**config.mk**
```make
export PLATFORM = sky130hd
export DESIGN_NAME = gzsc_zeroing
export DESIGN_NICKNAME = d
export VERILOG_FILES = /design/src/verilog/gzsc_pkg.sv /design/src/verilog/gzsc_step_if.sv /design/src/verilog/gzsc_step_timer.sv /design/src/verilog/gzsc_zeroing.sv
export SDC_FILE = /design/constraint.sdc
export NUM_CORES = 1
export LEC_CHECK = 0
export CORE_ASPECT_RATIO = 0.7
export CORE_UTILIZATION = 40
export DETAILED_ROUTE_END_ITERATION = 12
export DONT_BUFFER_PORTS = 1
export PLACE_DENSITY_LB_ADDON = 0.05
export SYNTH_ARGS = -nofsm -noshare
export SYNTH_HDL_FRONTEND = slang
export SYNTH_SLANG_ARGS = --single-unit
export TNS_END_PERCENT = 20
```
**constraint.sdc**
```tcl
create_clock -name clk -period 2.95 [get_ports clk]
set_input_delay 0.1475 -clock clk [delete_from_list [all_inputs] [get_ports clk]]
set_output_delay 0.1475 -clock clk [all_outputs]
set_load 0.01 [all_outputs]
```
**src/verilog/gzsc_pkg.sv**
```systemverilog
// Constants and types for the gauge zeroing step and stall logic
// Functional notes
// RULE1 - Delta code selects 0 to 61.440 ms, 4.096 ms steps
// RULE2 - Multiplier codes 00,01,10 scale delta by 1,2,4
// RULE3 - Host avoids multiplier code 11, accumulator overflow
// RULE4 - Nonzero delta: step is delta times multiplier plus blanking
// RULE5 - Zero delta: step is blanking plus 2.048 ms
// RULE6 - Blanking is 512 us cleared, 768 us set
// RULE7 - Reset: multiplier 00, blanking 0, delta 0011
// RULE8 - Blanking starts at coil change, precedes integration
// RULE9 - Integrate back-EMF, result in 15-bit accumulator each step
// RULE10 - Signed result: sign 0 moving, 1 stalled
// RULE11 - Stall ends zeroing and stops stepping
// RULE12 - Integrator and accumulator reinitialised every full step
// RULE13 - Accumulator readout puts sign on output bit 14
// RULE14 - Preload sets start value to minus sixteen PV minus one
// RULE15 - Preload resets to zero, start value minus one
// RULE16 - Host picks preload so stall leaves sign set
// RULE17 - Config register at address 101, write only
// RULE18 - Zeroing moves in full steps, one coil driven
// RULE19 - Enable bit one starts zeroing, zero stops it
// RULE20 - New config applies from next full step boundary
package gzsc_pkg;

  ////////////////////////////////////////////////////////////////////////////////
  // Command addresses
  localparam logic [2:0] ADDR_ZERO_CTRL = 3'h4;
  localparam logic [2:0] ADDR_ZERO_CFG = 3'h5;

  ////////////////////////////////////////////////////////////////////////////////
  // Field positions and reset values
  localparam int CFG_W = 13;
  localparam int MULT_LSB = 11;
  localparam int PRELOAD_LSB = 5;
  localparam int BLANK_BIT = 4;
  localparam int DELTA_LSB = 0;
  localparam logic [12:0] CFG_RESET = 13'h0003;
  localparam int CTRL_RES_BIT = 0;
  localparam int CTRL_EN_BIT = 1;
  localparam int CTRL_DIR_BIT = 2;
  localparam int CTRL_UNCOND_BIT = 4;
  localparam int ACC_W = 15;

  ////////////////////////////////////////////////////////////////////////////////
  // Timing: all step times are whole multiples of one 256 us tick
  localparam int CLK_HZ = 40_000_000;
  localparam int TICK_US = 256;
  localparam int TICK_CYCLES = TICK_US * (CLK_HZ / 1_000_000);
  localparam int BLANK_SHORT_US = 512;
  localparam int BLANK_LONG_US = 768;
  localparam int DELTA_STEP_US = 4096;
  localparam int ZERO_DELTA_US = 2048;
  localparam logic [10:0] BLANK_SHORT_TICKS = 11'(BLANK_SHORT_US / TICK_US);
  localparam logic [10:0] BLANK_LONG_TICKS = 11'(BLANK_LONG_US / TICK_US);
  localparam int DELTA_SHIFT = $clog2(DELTA_STEP_US / TICK_US);
  localparam logic [10:0] ZERO_DELTA_TICKS = 11'(ZERO_DELTA_US / TICK_US);
  localparam int STEP_W = 11;

  ////////////////////////////////////////////////////////////////////////////////
  // Zeroing sequencer states
  typedef enum logic [2:0] {
    ST_IDLE = 3'b001,
    ST_BLANK = 3'b010,
    ST_INTEG = 3'b100
  } gzsc_state_e;

endpackage

```
**src/verilog/gzsc_step_if.sv**
```systemverilog
// Handshake between the zeroing sequencer and its step timer
`timescale 1ns/100ps
interface gzsc_step_if;
  logic start;
  logic stop;
  logic [10:0] blank_ticks;
  logic [10:0] step_ticks;
  logic blank_end;
  logic step_end;
  modport timer (input start, stop, blank_ticks, step_ticks, output blank_end, step_end);
  modport ctrl (output start, stop, blank_ticks, step_ticks, input blank_end, step_end);
endinterface

```
**src/verilog/gzsc_step_timer.sv**
```systemverilog
// Full step timer: tick divider plus blanking and step length counters
`timescale 1ns/100ps
module gzsc_step_timer #(
  parameter int unsigned TICK_CYCLES = gzsc_pkg::TICK_CYCLES
) (
  // Clock and reset
  input wire logic clk,
  input wire logic rst_b,
  // Sequencer side
  gzsc_step_if.timer step
);
  localparam int DIV_W = $clog2(TICK_CYCLES + 1);

  logic active_q, active_d;
  logic [DIV_W-1:0] div_q, div_d;
  logic [10:0] ticks_q, ticks_d;
  logic [10:0] blank_len_q, blank_len_d;
  logic [10:0] step_len_q, step_len_d;
  logic tick;
  logic [10:0] ticks_inc;
  logic [31:0] cyc_q, cyc_d;

  ////////////////////////////////////////////////////////////////////////////////
  // One-cycle tick every 256 us while a step runs
  assign tick = active_q && (div_q == DIV_W'(TICK_CYCLES - 1));
  assign ticks_inc = ticks_q + 11'h001;
  // Edge pulses are combinational so the next step starts without a gap
  assign step.blank_end = tick && !step.stop && (ticks_inc == blank_len_q); // see RULE8
  assign step.step_end = tick && !step.stop && (ticks_inc == step_len_q); // see RULE4

  // Next state: lengths latched at start, so later writes wait a step
  always_comb begin
    active_d = active_q;
    div_d = div_q;
    ticks_d = ticks_q;
    blank_len_d = blank_len_q;
    step_len_d = step_len_q;
    cyc_d = active_q ? cyc_q + 32'h1 : cyc_q;
    if (step.start) begin
      active_d = 1'b1; // see RULE20
      div_d = '0;
      ticks_d = '0;
      blank_len_d = step.blank_ticks;
      step_len_d = step.step_ticks;
      cyc_d = 32'h1;
    end else if (step.stop) begin
      active_d = 1'b0;
    end else if (tick) begin
      div_d = '0;
      ticks_d = ticks_inc;
      if (step.step_end) begin
        active_d = 1'b0;
      end
    end else if (active_q) begin
      div_d = div_q + DIV_W'(1);
    end
  end

  // Registers
  always_ff @(posedge clk or negedge rst_b) begin
    if (!rst_b) begin
      active_q <= 1'b0;
      div_q <= '0;
      ticks_q <= '0;
      blank_len_q <= '0;
      step_len_q <= '0;
      cyc_q <= '0;
    end else begin
      active_q <= active_d;
      div_q <= div_d;
      ticks_q <= ticks_d;
      blank_len_q <= blank_len_d;
      step_len_q <= step_len_d;
      cyc_q <= cyc_d;
    end
  end
endmodule

```
**src/verilog/gzsc_zeroing.sv**
```systemverilog
// Zeroing sequencer: config register, coil stepping, back-EMF integrator, stall stop
`timescale 1ns/100ps
module gzsc_zeroing #(
  parameter int unsigned TICK_CYCLES = gzsc_pkg::TICK_CYCLES
) (
  // Clock and reset
  input wire logic clk,
  input wire logic rst_b,
  // Decoded serial command
  input wire logic cmd_valid,
  input wire logic [2:0] cmd_addr,
  input wire logic [12:0] cmd_data,
  // Status output selection
  input wire logic acc_readout_sel,
  // Sigma-delta bit stream from the open coil
  input wire logic bemf_valid,
  input wire logic bemf_bit,
  // Coil drive
  output logic coil_a_drive,
  output logic coil_b_drive,
  output logic coil_negative,
  // Status
  output logic zeroing_active,
  output logic zero_found,
  output logic serial_out_bit_14,
  output logic [14:0] acc_result
);

  gzsc_step_if step_bus ();

  gzsc_pkg::gzsc_state_e st_q, st_d;
  logic [12:0] cfg_q, cfg_d;
  logic dir_q, dir_d;
  logic uncond_q, uncond_d;
  logic [1:0] phase_q, phase_d;
  logic [14:0] acc_run_q, acc_run_d;
  logic [14:0] acc_res_q, acc_res_d;
  logic coil_a_q, coil_a_d;
  logic coil_b_q, coil_b_d;
  logic coil_neg_q, coil_neg_d;
  logic found_q, found_d;
  logic bit14_q, bit14_d;
  logic start_req, stop_req, cfg_wr;
  logic [1:0] mult;
  logic [5:0] preload_code;
  logic [3:0] delta;
  logic [10:0] blank_len;
  logic [10:0] delta_len;
  logic [14:0] preload_val;
  logic [14:0] acc_next;
  logic stalled;
  logic cfg_written_q;
  logic [14:0] chk_sum_q, chk_sum_d;

  ////////////////////////////////////////////////////////////////////////////////
  // Command decode: enable needs the reserved bit at zero
  assign cfg_wr = cmd_valid && (cmd_addr == gzsc_pkg::ADDR_ZERO_CFG); // see RULE17
  assign start_req = cmd_valid && (cmd_addr == gzsc_pkg::ADDR_ZERO_CTRL)
    && !cmd_data[gzsc_pkg::CTRL_RES_BIT] && cmd_data[gzsc_pkg::CTRL_EN_BIT]; // see RULE19
  assign stop_req = cmd_valid && (cmd_addr == gzsc_pkg::ADDR_ZERO_CTRL)
    && !cmd_data[gzsc_pkg::CTRL_RES_BIT] && !cmd_data[gzsc_pkg::CTRL_EN_BIT]; // see RULE19

  ////////////////////////////////////////////////////////////////////////////////
  // Step length in ticks from the current configuration
  assign mult = cfg_q[gzsc_pkg::MULT_LSB +: 2];
  assign preload_code = cfg_q[gzsc_pkg::PRELOAD_LSB +: 6];
  assign delta = cfg_q[gzsc_pkg::DELTA_LSB +: 4];
  assign blank_len = cfg_q[gzsc_pkg::BLANK_BIT] ? gzsc_pkg::BLANK_LONG_TICKS
    : gzsc_pkg::BLANK_SHORT_TICKS; // see RULE6
  // Code 11 gives x8, kept as the hardware does it
  assign delta_len = (11'(delta) << gzsc_pkg::DELTA_SHIFT) << mult; // see RULE1, see RULE2
  assign step_bus.blank_ticks = blank_len;
  assign step_bus.step_ticks = (delta == 4'h0) ? blank_len + gzsc_pkg::ZERO_DELTA_TICKS // see RULE5
    : blank_len + delta_len; // see RULE4
  // Minus sixteen PV minus one is the inverse of sixteen PV
  assign preload_val = ~{5'h00, preload_code, 4'h0}; // see RULE14
  // Sigma-delta sample adds one or subtracts one; wraps like the hardware
  assign acc_next = acc_run_q + {{14{~bemf_bit}}, 1'b1}; // see RULE9
  assign stalled = acc_run_q[gzsc_pkg::ACC_W-1]; // see RULE10

  ////////////////////////////////////////////////////////////////////////////////
  // Sequencer next state
  always_comb begin
    st_d = st_q;
    cfg_d = cfg_wr ? cmd_data : cfg_q;
    dir_d = start_req ? cmd_data[gzsc_pkg::CTRL_DIR_BIT] : dir_q;
    uncond_d = start_req ? cmd_data[gzsc_pkg::CTRL_UNCOND_BIT] : uncond_q;
    phase_d = phase_q;
    acc_run_d = acc_run_q;
    acc_res_d = acc_res_q;
    found_d = 1'b0;
    step_bus.start = 1'b0;
    step_bus.stop = 1'b0;
    case (st_q)
      gzsc_pkg::ST_IDLE: begin
        if (start_req) begin
          st_d = gzsc_pkg::ST_BLANK;
        end
      end
      gzsc_pkg::ST_BLANK: begin
        if (stop_req) begin
          st_d = gzsc_pkg::ST_IDLE;
          step_bus.stop = 1'b1;
        end else if (step_bus.blank_end) begin
          st_d = gzsc_pkg::ST_INTEG; // see RULE8
        end
      end
      gzsc_pkg::ST_INTEG: begin
        if (bemf_valid) begin
          acc_run_d = acc_next; // see RULE9
        end
        if (stop_req) begin
          st_d = gzsc_pkg::ST_IDLE;
          step_bus.stop = 1'b1;
        end else if (step_bus.step_end) begin
          acc_res_d = acc_run_q; // see RULE9
          if (stalled && !uncond_q) begin
            st_d = gzsc_pkg::ST_IDLE; // see RULE11
            found_d = 1'b1;
          end else begin
            st_d = gzsc_pkg::ST_BLANK;
          end
        end
      end
      default: begin
        st_d = gzsc_pkg::ST_IDLE;
      end
    endcase
    // Every step begins with a coil change, a fresh preload and new timing
    if (st_d == gzsc_pkg::ST_BLANK && st_q != gzsc_pkg::ST_BLANK) begin
      step_bus.start = 1'b1; // see RULE20
      acc_run_d = preload_val; // see RULE12, see RULE14
      phase_d = dir_d ? phase_q + 2'h1 : phase_q - 2'h1;
    end
    // One coil driven while zeroing, none in idle; even phases coil A, odd phases coil B
    coil_a_d = (st_d != gzsc_pkg::ST_IDLE) && !phase_d[0]; // see RULE18
    coil_b_d = (st_d != gzsc_pkg::ST_IDLE) && phase_d[0]; // see RULE18
    coil_neg_d = phase_d[1];
    bit14_d = acc_readout_sel && acc_res_d[gzsc_pkg::ACC_W-1]; // see RULE13
  end

  // Sequencer registers
  always_ff @(posedge clk or negedge rst_b) begin
    if (!rst_b) begin
      st_q <= gzsc_pkg::ST_IDLE;
      cfg_q <= gzsc_pkg::CFG_RESET; // see RULE7, see RULE15
      dir_q <= 1'b0;
      uncond_q <= 1'b0;
      phase_q <= 2'h0;
      acc_run_q <= '1;
      acc_res_q <= '1;
      coil_a_q <= 1'b0;
      coil_b_q <= 1'b0;
      coil_neg_q <= 1'b0;
      found_q <= 1'b0;
      bit14_q <= 1'b0;
      cfg_written_q <= 1'b0;
    end else begin
      st_q <= st_d;
      cfg_q <= cfg_d;
      dir_q <= dir_d;
      uncond_q <= uncond_d;
      phase_q <= phase_d;
      acc_run_q <= acc_run_d;
      acc_res_q <= acc_res_d;
      coil_a_q <= coil_a_d;
      coil_b_q <= coil_b_d;
      coil_neg_q <= coil_neg_d;
      found_q <= found_d;
      bit14_q <= bit14_d;
      cfg_written_q <= cfg_written_q || cfg_wr;
    end
  end

  ////////////////////////////////////////////////////////////////////////////////
  // Step timer
  gzsc_step_timer #(
    .TICK_CYCLES(TICK_CYCLES)
  ) u_timer (
    .clk(clk),
    .rst_b(rst_b),
    .step(step_bus)
  );

  // Outputs
  assign coil_a_drive = coil_a_q;
  assign coil_b_drive = coil_b_q;
  assign coil_negative = coil_neg_q;
  assign zeroing_active = (st_q != gzsc_pkg::ST_IDLE);
  assign zero_found = found_q;
  assign serial_out_bit_14 = bit14_q;
  assign acc_result = acc_res_q;

  ////////////////////////////////////////////////////////////////////////////////
  // Check model of the accumulator, kept apart from the datapath above
  // It counts accepted samples from the step's own start value, so a missed
  // reload or a sample taken in blanking shows up as a wrong result

  // Next model value: reload at each step start, count samples while integrating
  always_comb begin
    chk_sum_d = chk_sum_q;
    if (step_bus.start) begin
      chk_sum_d = 15'h7fff - (15'(preload_code) << 4); // Minus sixteen PV minus one
    end else if (st_q == gzsc_pkg::ST_INTEG && bemf_valid) begin
      chk_sum_d = bemf_bit ? chk_sum_q + 15'h0001 : chk_sum_q - 15'h0001;
    end
  end

  // Model register
  always_ff @(posedge clk or negedge rst_b) begin
    if (!rst_b) begin
      chk_sum_q <= 15'h7fff;
    end else begin
      chk_sum_q <= chk_sum_d;
    end
  end
endmodule

```
==> reports/metrics.cfg, run 1 <==
[die]
ios = 43
coreArea_sq_um = 12000
die_width_microns = 136
die_h_microns = 96.1
start_util_pct = 42.1
fp-row-count = 33
die_area_sq_um = 13100

[route]
routedWlPerCell_microns = 16.6
maxUsedRoutingLayer = met4
via_count = 3808
wl_met2_microns = 4760
wl_microns = 11600
antenna_left = 0
route.met3.wl_microns = 620
wl_met1_microns = 6100
drtIter0Drc = 172
drt_first_pass_iters = 4
vias_per_cell = 5.46
drc = 0

[layout]
multi_input_area_sq_um = 2740
fillers = 1135
fin_util_pct = 50.4
area_growth_pct = 19.6
fin_cells = 697
fin_area_sq_um = 6050
register_area_sq_um = 2290
layout_commonest_cell = nor2_1
nNetsFinal = 573
final_cell_mix = 57 x nor2_1, 56 x dfrtp_1, 37 x mux2_2
n_antenna_cell = 0
drive_gt1_share_pct = 26.5

[critical_path]
worst-endpoint-required_ns = 3.17
critPathKind = reg -> reg
cp-end-kind = flop
cp_data_arrival_time_ns = 3.04
critPathMaxFanout = 14
critPathLaunchType = flop

[synth]
synth_top_area_cell = dfrtp_1
postSynth.asyncResetShare_pct = 100
post_synth_inst_count = 493
synth_cell_types = 56
synthTopCellsByArea = dfrtp_1 28%, dfstp_2 17%, mux2_2 8.2%, xor2_1 4.5%, nor2_1 4.2%
yosys.area.top_type_share_pct = 28.2
synth_edf_count = 0
yosysWarnings = 0
seq_area_frac_synth_pct = 45.3
ys_ff_latch = 90
syn_area_sq_um = 5060
synth.avg_cell_area_sq_um = 10.3
syn_nets = 531
ys.flop_type = dfrtp_1

[clock_network]
cts_buffers = 9
cts_sinks = 90
worstSkewPairLatency_ns = 0.34
cts_tree = built
clk_path_buf_depth = 2
htreeDepth = 3
cts_root_buf = clkbuf_16
clkTransAtPathRegs_ns = 0.07

[global_routing]
grt_pass1_vias = 3639
grt_max_degree = 91
grt-ovfl-total = 0
grt_pass1_wl_microns = 19000
grtUsageTotal_pct = 19.2
antenna_found_initial = 0

[power]
p_total_mw = 3.71
power.density_nw_per_um2 = 612
peakVddDrop_v = 0.000294
leakage_nw = 2.60

[run_status]
outcome = completed

[sta]
fin_ws_ns = 0.124
post-route-period-util_pct = 95.8
period_needed_ns = 2.83
finalSetupViolCount = 0
tns_ns = 0
slew_headroom_pct = 33.6
worstMarginPinSlew_ns = 0.991
slew_viol_final = 0
fin_skew_ns = 0.00727
finalHoldViolations = 0
fmax_mhz = 354
fin_hold_ws_ns = 0.136

[flow_run]
cap_violations = 0

[placed_design]
port_buffers = 0
place.detailed.hpwl_microns = 8210
dp.cells = 662
place.gp.congestion = 0.850
dp_slack_ns = 0.0469
place_area_sq_um = 5440

[worst_hold_path]
hold_class = in -> reg

flip-flops by register name, indices dropped and copies added (netlist names), 3 cells and up:
signal	count
acc_result	15
acc_run_q	15
cfg_q	13
st_q	3
u_timer.div_q	14
u_timer.step_len_q	10
u_timer.ticks_q	11
per-layer routing:
metal / vias up / GRT usage (%)
met5: - / 0
li1: 1856 / -
met1: 1860 / 28.7
met4: 0 / 4.17
met2: 83 / 27.7
met3: 9 / 4.48
logic make-up (layout without fill, tap and decap cells):
kind of cell	Yosys count	count (layout)	share of synthesized area, %
AO/OA/AOI/OAI	80	80	9.89
XOR/XNOR	47	47	8.14
adder cells (fa/ha/maj)	16	16	4.10
buffers and inverters	26	73	2.47
flip-flops	90	90	45.3
multiplexers	53	53	11.5
AND/OR/NAND/NOR	181	181	18.6
synthesized netlist by cell type (5+ instances only):
library cell / n
nor2_1: 57
dfrtp_1: 57
a21oi_1: 25
ha_1: 15
clkbuf_1: 8
or4_1: 5
inv_1: 6
buf_2: 7
nand4_1: 7
or3_1: 6
nand2b_1: 5
nand3_1: 16
mux2_2: 37
o211ai_1: 8
dfstp_2: 33
and3_1: 8
nor3_1: 8
mux2i_1: 13
nor4_1: 8
xor2_1: 26
nand2_1: 34
xnor2_1: 21
o21ai_0: 16
worst paths after layout:
| path | from | to | slack, ns | cells past startpoint |
|---|---|---|---|---|
| max | u_timer.ticks_q[0]$_DFFE_PN0P_ | u_timer.step_len_q[8]$_DFFE_PN0P_ | 0.12 | 11 |
| min | cmd_data[1] | uncond_q$_DFFE_PN0P_ | 0.14 | 2 |
| max reg2reg | u_timer.ticks_q[0]$_DFFE_PN0P_ | u_timer.step_len_q[8]$_DFFE_PN0P_ | 0.12 | 11 |
| min reg2reg | cfg_q[10]$_DFFE_PN0P_ | acc_run_q[9]$_DFFE_PN1P_ | 0.41 | 1 |
| max in group asynchronous | rst_b | acc_run_q[7]$_DFFE_PN1P_ | 2.16 | 2 |
| min in group asynchronous | rst_b | coil_negative$_DFFE_PN0P_ | 0.40 | 2 |
worst max-delay path: stages, from the launching register on:
cell     delay (ns)
dfrtp_1        0.39
buf_4          0.15
nand3_2        0.10
or4_4          0.44
a21oi_2        0.16
o31ai_2        0.08
buf_4          0.16
nor4_4         0.30
mux2i_2        0.35
nor3_4         0.08
buf_12         0.18
mux2_1         0.31
where the power goes:
| group | switching (mW) | internal (mW) |
|---|---|---|
| Combinational | 0.432 | 0.435 |
| Sequential | 0.198 | 1.46 |
| Clock | 0.497 | 0.680 |
| Total | 1.13 | 2.58 |
layout make-up:
class | count | area share (%)
clock buffer | 10 | 3.95
clock inverter | 6 | 1.05
inverter | 6 | 0.372
multi-input combinational | 377 | 45.3
sequential | 90 | 37.9
tap | 157 | 3.25
timing repair buffer | 51 | 8.21
timing repair:
action / 4_1_cts / 5_1_grt
hold endpoints to repair: 107 / 0
setup buffers: 0 / 2
endpoints found under the setup margin: 0 / 61
hold buffers: 17 / 0
gates resized for setup: 0 / 21
Power figures use the tool's default switching activity.
==> inputs of run 2 (changes only) <==
--- a/config.mk
+++ b/config.mk
@@ -5,6 +5,7 @@
 export SDC_FILE = /design/constraint.sdc
 export NUM_CORES = 1
 export LEC_CHECK = 0
+export ABC_AREA = 1
 export CORE_ASPECT_RATIO = 0.7
 export CORE_UTILIZATION = 40
 export DETAILED_ROUTE_END_ITERATION = 12
==> reports/metrics.cfg, run 2 <==
[route]
via_count = 4315  ; +13%
vias_per_cell = 5.04  ; -7.8%
routedWlPerCell_microns = 15.2  ; -8.5%
antenna_left = 0  ; unchanged
drtIter0Drc = 234  ; +36%
wl_microns = 13000  ; +12%
drt_first_pass_iters = 5  ; +1
drc = 0  ; unchanged

[sta]
finalHoldViolations = 0  ; unchanged
finalSetupViolCount = 0  ; unchanged
worstMarginPinSlew_ns = 0.889  ; -0.103 ns
post-route-period-util_pct = 89.5  ; -6.2 points
fin_hold_ws_ns = 0.00354  ; -0.132 ns
tns_ns = 0  ; unchanged
period_needed_ns = 2.64  ; -0.184 ns
slew_headroom_pct = 40.3  ; +6.7 points
fin_skew_ns = 0.00962  ; +0.00235 ns
rsz0062_at_grt = no
fmax_mhz = 379  ; +7.0%
slew_viol_final = 0  ; unchanged

[layout]
multi_input_area_sq_um = 2610  ; -4.7%
drive_gt1_share_pct = 14.2  ; -12 points
layout_commonest_cell = nand2_1
register_area_sq_um = 2290  ; about the same
n_antenna_cell = 0  ; unchanged
fin_area_sq_um = 5950  ; -1.6%
fin_util_pct = 46.8  ; -3.6 points
final_cell_mix = 158 x nand2_1, 83 x inv_1, 79 x nand3_1
area_growth_pct = 11.4
nNetsFinal = 728  ; +27%
fillers = 1244  ; +9.6%

[die]
die_h_microns = 98.7  ; +2.7%
ios = 43  ; unchanged
die_width_microns = 140  ; +2.7%
fp-row-count = 34  ; +3.0%
coreArea_sq_um = 12700  ; +5.9%
die_area_sq_um = 13800  ; +5.5%
start_util_pct = 42.0  ; -0.099 points

[critical_path]
critPathLaunchType = flop
cp_data_arrival_time_ns = 2.92  ; -0.12 ns
r2r_start = u_timer.ticks_q[0]$_DFFE_PN0P_
critPathMaxFanout = 19  ; +5
cp-end-kind = flop
critPathKind = reg -> reg
cp-startpoint = u_timer.ticks_q[0]$_DFFE_PN0P_
worst-endpoint-required_ns = 3.23  ; +0.06 ns

[global_routing]
grt_pass1_wl_microns = 22200  ; +17%
grt_pass1_vias = 4242  ; +17%
grt-ovfl-total = 0  ; unchanged
grtUsageTotal_pct = 20.5  ; +1.3 points
grt_max_degree = 91  ; unchanged
antenna_found_initial = 0  ; unchanged

[synth]
synth_commonest_cells = 158 x nand2_1, 83 x inv_1, 79 x nand3_1
syn_nets = 715  ; +35%
ys.flop_type = dfrtp_1
synthTopCellsByArea = dfrtp_1 27%, dfstp_2 16%, nand2_1 11%, nand3_1 7.4%, inv_1 5.8%
syn_area_sq_um = 5340  ; +5.6%
synth_top_area_cell = dfrtp_1
synth_cell_types = 47  ; -16%
seq_area_frac_synth_pct = 42.9  ; -2.4 points
postSynth.asyncResetShare_pct = 100  ; unchanged
synth_edf_count = 0  ; unchanged
yosys.area.top_type_share_pct = 26.7  ; -1.5 points
yosysMostFrequentCell = nand2_1
yosysWarnings = 0  ; unchanged
synth.avg_cell_area_sq_um = 7.89  ; -23%
ys_ff_latch = 90  ; unchanged
post_synth_inst_count = 677  ; +37%

[clock_network]
cts_setup_buffers = 0  ; unchanged
worstSkewPairLatency_ns = 0.34  ; about the same
cts_sinks = 90  ; unchanged
cts-resized-gates = 0  ; unchanged
clkTransAtPathRegs_ns = 0.07  ; about the same
cts_root_buf = clkbuf_16
cts_tree = built
cts_buffers = 9  ; unchanged
clk_path_buf_depth = 2  ; unchanged
hold_buffers = 12  ; -5
htreeDepth = 3  ; unchanged

[flow_run]
cap_violations = 0  ; unchanged

[placed_design]
place.gp.congestion = 0.865  ; +1.8%
port_buffers = 0  ; unchanged
place_area_sq_um = 5500  ; +1.1%
place.detailed.hpwl_microns = 9520  ; +16%

[power]
p_sw_share_pct = 35.7  ; +5.3 points
internal_power_mw = 2.69  ; +4.2%
combPwrFrac_pct = 28.3  ; +4.9 points
peakVddDrop_v = 0.000339  ; +15%
power.density_nw_per_um2 = 702  ; +15%
sequentialPowerShare_pct = 42.7  ; -2.2 points
clkPwrFrac_pct = 29.0  ; -2.8 points
p_sw_mw = 1.49  ; +32%
leakage_nw = 2.90  ; +12%

[run_status]
outcome = completed

[worst_hold_path]
hold_class = in -> reg
worstHoldStart = cmd_data[5]

## run 2: changes by cell type in the layout (fill, tap and decap cells not counted), sizes merged, moves of 20 or more
| cell | before | now |
|---|---|---|
| buf | 35 | 10 |
| inv | 7 | 88 |
| mux2 | 40 | 10 |
| nand2 | 34 | 167 |
| nand3 | 16 | 81 |
| o21ai | 16 | 52 |
| xnor2 | 21 | 1 |
## run 2: logic make-up (layout without fill, tap and decap cells)
family | after synthesis | count (layout) | share of synthesized area (%)
adder cells (fa/ha/maj) | 16 | 16 | 3.89
flip-flops | 90 | 90 | 42.9
buffers and inverters | 106 | 124 | 8.22
AND/OR/NAND/NOR | 338 | 338 | 29.1
XOR/XNOR | 19 | 19 | 3.11
multiplexers | 12 | 12 | 2.48
AO/OA/AOI/OAI | 96 | 96 | 10.3
## run 2: path summary, 6_finish.rpt
path / end / slack [ns] / cells past startpoint
worst max register to register: u_timer.div_q[0]$_DFFE_PN0P_ / 0.31 / 14
worst min-delay path: cfg_q[5]$_DFFE_PN0P_ / 0.004 / 2
max in group asynchronous: acc_result[11]$_DFFE_PN1P_ / 2.18 / 2
min in group asynchronous: u_timer.step_len_q[7]$_DFFE_PN0P_ / 0.39 / 2
worst min register to register: uncond_q$_DFFE_PN0P_ / 0.49 / 2
worst max-delay path: u_timer.div_q[0]$_DFFE_PN0P_ / 0.31 / 14
## run 2: metal layers
layer / vias to the layer above / global-route usage, % / part of all wire [%]
li1: 2225 / - / -
met1: 1994 / 31.8 / 56
met2: 88 / 28.5 / 38
met3: 8 / 4.86 / 5.2
met4: 0 / 4.23 / 0.71
met5: - / 0 / 0
## run 2: power groups by stage
stage / Clock [mW] / Combinational [mW] / Sequential (mW)
2_1_floorplan: 0 / 0.934 / 1.71
3_3_place_gp: 0 / 1.11 / 1.80
3_5_place_dp: 0 / 1.13 / 1.80
4_1_cts: 1.25 / 1.19 / 1.78
5_1_grt: 1.29 / 1.37 / 1.83
6_report: 1.21 / 1.18 / 1.78
## run 2: final cells by class
class / instances / area share [%]
Multi-Input combinational cell: 481 / 43.9
Tap cell: 162 / 3.40
Inverter: 87 / 5.49
Timing Repair Buffer: 21 / 3.45
Clock buffer: 11 / 4.62
Clock inverter: 5 / 0.652
Sequential cell: 90 / 38.5
## run 2: through the flow
step / setup WS [ns] / power, mW / std cells
floorplan: 0.770 / 2.65 / 677
global placement: 0.379 / 2.91 / 829
detailed placement: 0.343 / 2.94 / 829
CTS: 0.316 / 4.22 / 857
global route: 0.0107 / 4.49 / 857
finish: 0.308 / 4.18 / 857
## run 2: critical path, stage by stage, from the launching register on
cell and delay, ns:
dfrtp_1 0.46, ha_1 0.29, nand2_4 0.09, nor2_8 0.16, inv_1 0.07, nand2_1 0.11, nand3b_1 0.11, nor2_1 0.12
nand3_1 0.13, a21oi_2 0.23, nand2_4 0.14, nand2_2 0.15, buf_4 0.25, o21ai_0 0.14, nor2_1 0.11
==> inputs of run 3 (changes only) <==
--- a/config.mk
+++ b/config.mk
@@ -13,5 +13,6 @@
 export PLACE_DENSITY_LB_ADDON = 0.05
 export SYNTH_ARGS = -nofsm -noshare
 export SYNTH_HDL_FRONTEND = slang
+export SYNTH_HIERARCHICAL = 1
 export SYNTH_SLANG_ARGS = --single-unit
 export TNS_END_PERCENT = 20
==> reports/metrics.cfg, run 3 <==
[sta]
finalHoldViolations = 0  ; unchanged
post-route-period-util_pct = 99.2  ; +9.6 points
finalSetupViolCount = 0  ; unchanged
rsz0062_at_grt = yes
slew_viol_final = 0  ; unchanged
worstMarginPinSlew_ns = 0.773  ; -0.116 ns
period_needed_ns = 2.93  ; +0.285 ns
slew_headroom_pct = 48.3  ; +8.0 points
fmax_mhz = 342  ; -9.7%
fin_skew_ns = 0.0109  ; +0.00128 ns

[placed_design]
dp.cells = 991  ; +20%
place.gp.congestion = 0.889  ; +2.7%
port_buffers = 0  ; unchanged
place.detailed.hpwl_microns = 11300  ; +19%

[run_status]
outcome = completed

[route]
wl_microns = 15500  ; +19%
via_count = 5146  ; +19%
drt_first_pass_iters = 5  ; unchanged
vias_per_cell = 4.97  ; -1.3%
routedWlPerCell_microns = 15.0  ; -1.5%
drtIter0Drc = 351  ; +50%
antenna_left = 0  ; unchanged
drc = 0  ; unchanged

[die]
die_width_microns = 147  ; +5.2%
coreArea_sq_um = 14200  ; +12%
die_area_sq_um = 15300  ; +11%
start_util_pct = 41.8  ; -0.24 points
die_h_microns = 104  ; +5.2%
ios = 43  ; unchanged
fp-row-count = 36  ; +5.9%

[layout]
final_cell_mix = 221 x nand2_1, 101 x inv_1, 68 x dfrtp_1
fin_cells = 1036  ; +21%
area_growth_pct = 21.0
nNetsFinal = 879  ; +21%
fin_util_pct = 50.6  ; +3.8 points
n_antenna_cell = 0  ; unchanged
fillers = 1423  ; +14%
drive_gt1_share_pct = 20.7  ; +6.4 points
layout_commonest_cell = nand2_1

[global_routing]
grt-ovfl-total = 0  ; unchanged
grt_pass1_vias = 4867  ; +15%
gr-max-usage-layer = met1
grtUsageMet1_pct = 33.3  ; +1.5 points
grt.met3_usage_pct = 4.54  ; -0.32 points
grt_pass1_wl_microns = 25100  ; +13%
gr-usage-met2_pct = 28.9  ; +0.37 points
grt_max_degree = 103  ; +13%
grtUsageTotal_pct = 21.2  ; +0.67 points
antenna_found_initial = 0  ; unchanged

[synth]
yosysWarnings = 6  ; +6
synth_cell_types = 48  ; +2.1%
synth_commonest_cells = 225 x nand2_1, 106 x inv_1, 69 x dfrtp_1
synth_edf_count = 0  ; unchanged
syn_area_sq_um = 5930  ; +11%
yosysMostFrequentCell = nand2_1
yosys.area.top_type_share_pct = 29.1  ; +2.4 points
post_synth_inst_count = 765  ; +13%
synthTopCellsByArea = dfrtp_1 29%, dfstp_2 15%, nand2_1 14%, inv_1 6.7%, nand3_1 4.9%
postSynth.asyncResetShare_pct = 100  ; unchanged
ys.flop_type = dfrtp_1
seq_area_frac_synth_pct = 43.8  ; +0.84 points
synth.avg_cell_area_sq_um = 7.75  ; -1.8%
synth_top_area_cell = dfrtp_1
ys_ff_latch = 102  ; +13%

[critical_path]
rrSetupSlack_ns = 0.02  ; -0.28 ns
worst-endpoint-required_ns = 3.20  ; -0.03 ns
critPathMaxFanout = 5  ; -14
cp-end-kind = flop
r2r_end = u_timer/div_q[12]$_DFFE_PN0P_
r2r_start = u_timer/ticks_q[0]$_DFFE_PN0P_
critPathKind = reg -> reg
cp_data_arrival_time_ns = 3.17  ; +0.25 ns
critPathLaunchType = flop
r2r_cells = 21  ; +7
cp-startpoint = u_timer/ticks_q[0]$_DFFE_PN0P_

[flow_run]
cap_violations = 0  ; unchanged

[clock_network]
clkTransAtPathRegs_ns = 0.08  ; about the same
cts_buffers = 9  ; unchanged
worstSkewPairLatency_ns = 0.36  ; +0.02 ns
clk_path_buf_depth = 2  ; unchanged
cts_tree = built
cts_sinks = 102  ; +13%
htreeDepth = 3  ; unchanged
cts_root_buf = clkbuf_16

[power]
internal_power_mw = 2.80  ; +4.2%
combPwrFrac_pct = 29.9  ; +1.6 points
leakage_nw = 3.61  ; +24%
sequentialPowerShare_pct = 42.3  ; -0.4 points
power.density_nw_per_um2 = 615  ; -12%
clkPwrFrac_pct = 27.8  ; -1.2 points
p_sw_mw = 1.61  ; +8.0%
peakVddDrop_v = 0.000371  ; +9.4%
p_sw_share_pct = 36.5  ; +0.82 points

[worst_hold_path]
hold_class = in -> reg
hold_end = st_q[1]$_DFF_PN0_
min_path_cells = 2  ; unchanged
worstHoldStart = cmd_data[1]

[run 3: cell count changes in the layout (fill, tap and decap cells not counted), moves of 7 or more]
cell | previous run | this run
nand2_1 | 158 | 221
nor2_2 | 2 | 9
conb_1 | 0 | 12
o22ai_1 | 0 | 11
buf_4 | 9 | 48
inv_1 | 83 | 101
dfrtp_1 | 57 | 68
nand3_1 | 79 | 56
[run 3: area by class of cell]
type                       count  area (sq um)  share of cell area [%]
multi-input combinational    552          3020                    42.1
sequential                   102          2590                    36.2
timing repair buffer          68           609                    8.49
inverter                     108           412                    5.74
tap                          190           238                    3.31
clock buffer                   9           225                    3.14
clock inverter                 7          76.3                    1.06
[run 3: timing repair]
item,4_1_cts,5_1_grt
buffers inserted,5,7
gates cloned,0,1
endpoints found under the setup margin,26,58
hold buffers,16,0
pin swaps,2,6
endpoints found under the hold margin,118,0
gates resized for setup,2,30
[run 3: layer usage]
metal  share of wire, %  vias up
li1                   -     2601
met1                 54     2406
met2                 40      128
met3                5.4       11
met5                  0        -
met4                1.1        0
[run 3: how the worst max path moves through the flow]
stage / to / slack (ns)
2_1_floorplan: u_timer/div_q[12]$_DFFE_PN0P_ / 0.008
3_3_place_gp: u_timer/div_q[12]$_DFFE_PN0P_ / -0.02
3_5_place_dp: u_timer/div_q[12]$_DFFE_PN0P_ / -0.09
4_1_cts: u_timer/div_q[13]$_DFFE_PN0P_ / 0.0008
5_1_grt: u_timer/div_q[8]$_DFFE_PN0P_ / -0.16
6_report: u_timer/div_q[12]$_DFFE_PN0P_ / 0.02
[run 3: logic make-up after synthesis]
family | Yosys count | synth area share (%)
compound gates | 92 | 8.82
fa+ha+maj | 16 | 3.50
buf+inv | 121 | 8.09
flops | 102 | 43.8
mux | 18 | 3.31
xor+xnor | 13 | 1.92
other cells | 2 | 0.127
simple gates | 401 | 30.5
[run 3: power groups by stage]
| stage | Sequential, mW | Clock [mW] | Combinational (mW) |
|---|---|---|---|
| after floorplan | 1.84 | 0 | 0.849 |
| after global placement | 1.88 | 0 | 1.20 |
| after detailed placement | 1.88 | 0 | 1.21 |
| after CTS | 1.86 | 1.28 | 1.28 |
| after global routing | 1.90 | 1.32 | 1.50 |
| final | 1.86 | 1.23 | 1.32 |
[run 3: metrics by stage]
stage | worst slack (ns) | TNS (ns) | instance area (sq um) | hold slack [ns] | power [mW]
after floorplan | 0.00804 | 0 | 6010 | -0.148 | 2.69
after global placement | -0.0159 | -0.0295 | 6470 | -0.145 | 3.08
after detailed placement | -0.0883 | -0.279 | 6470 | -0.145 | 3.10
after CTS | 0.000829 | 0 | 6990 | 0.0695 | 4.42
after global routing | -0.159 | -1.33 | 7170 | 0.0894 | 4.71
final | 0.0238 | 0 | 7170 | 0.0927 | 4.41
[run 3: worst max-delay path, cell delays in order, from the launching register on]
cell and delay (ns):
dfrtp_2 0.44, ha_4 0.18, nand2_4 0.10, buf_4 0.11, o21ai_0 0.08, nand2_1 0.12, nor2_1 0.06, nor2_2 0.12
nand2_1 0.08, nor2_2 0.10, and3_4 0.19, inv_2 0.04, nor2_4 0.08, nand3_2 0.11, a21boi_4 0.22, a21oi_2 0.06
inv_2 0.13, nand3_4 0.09, nor2_4 0.16, nand2_2 0.09, nor3b_2 0.16, nor3_1 0.06
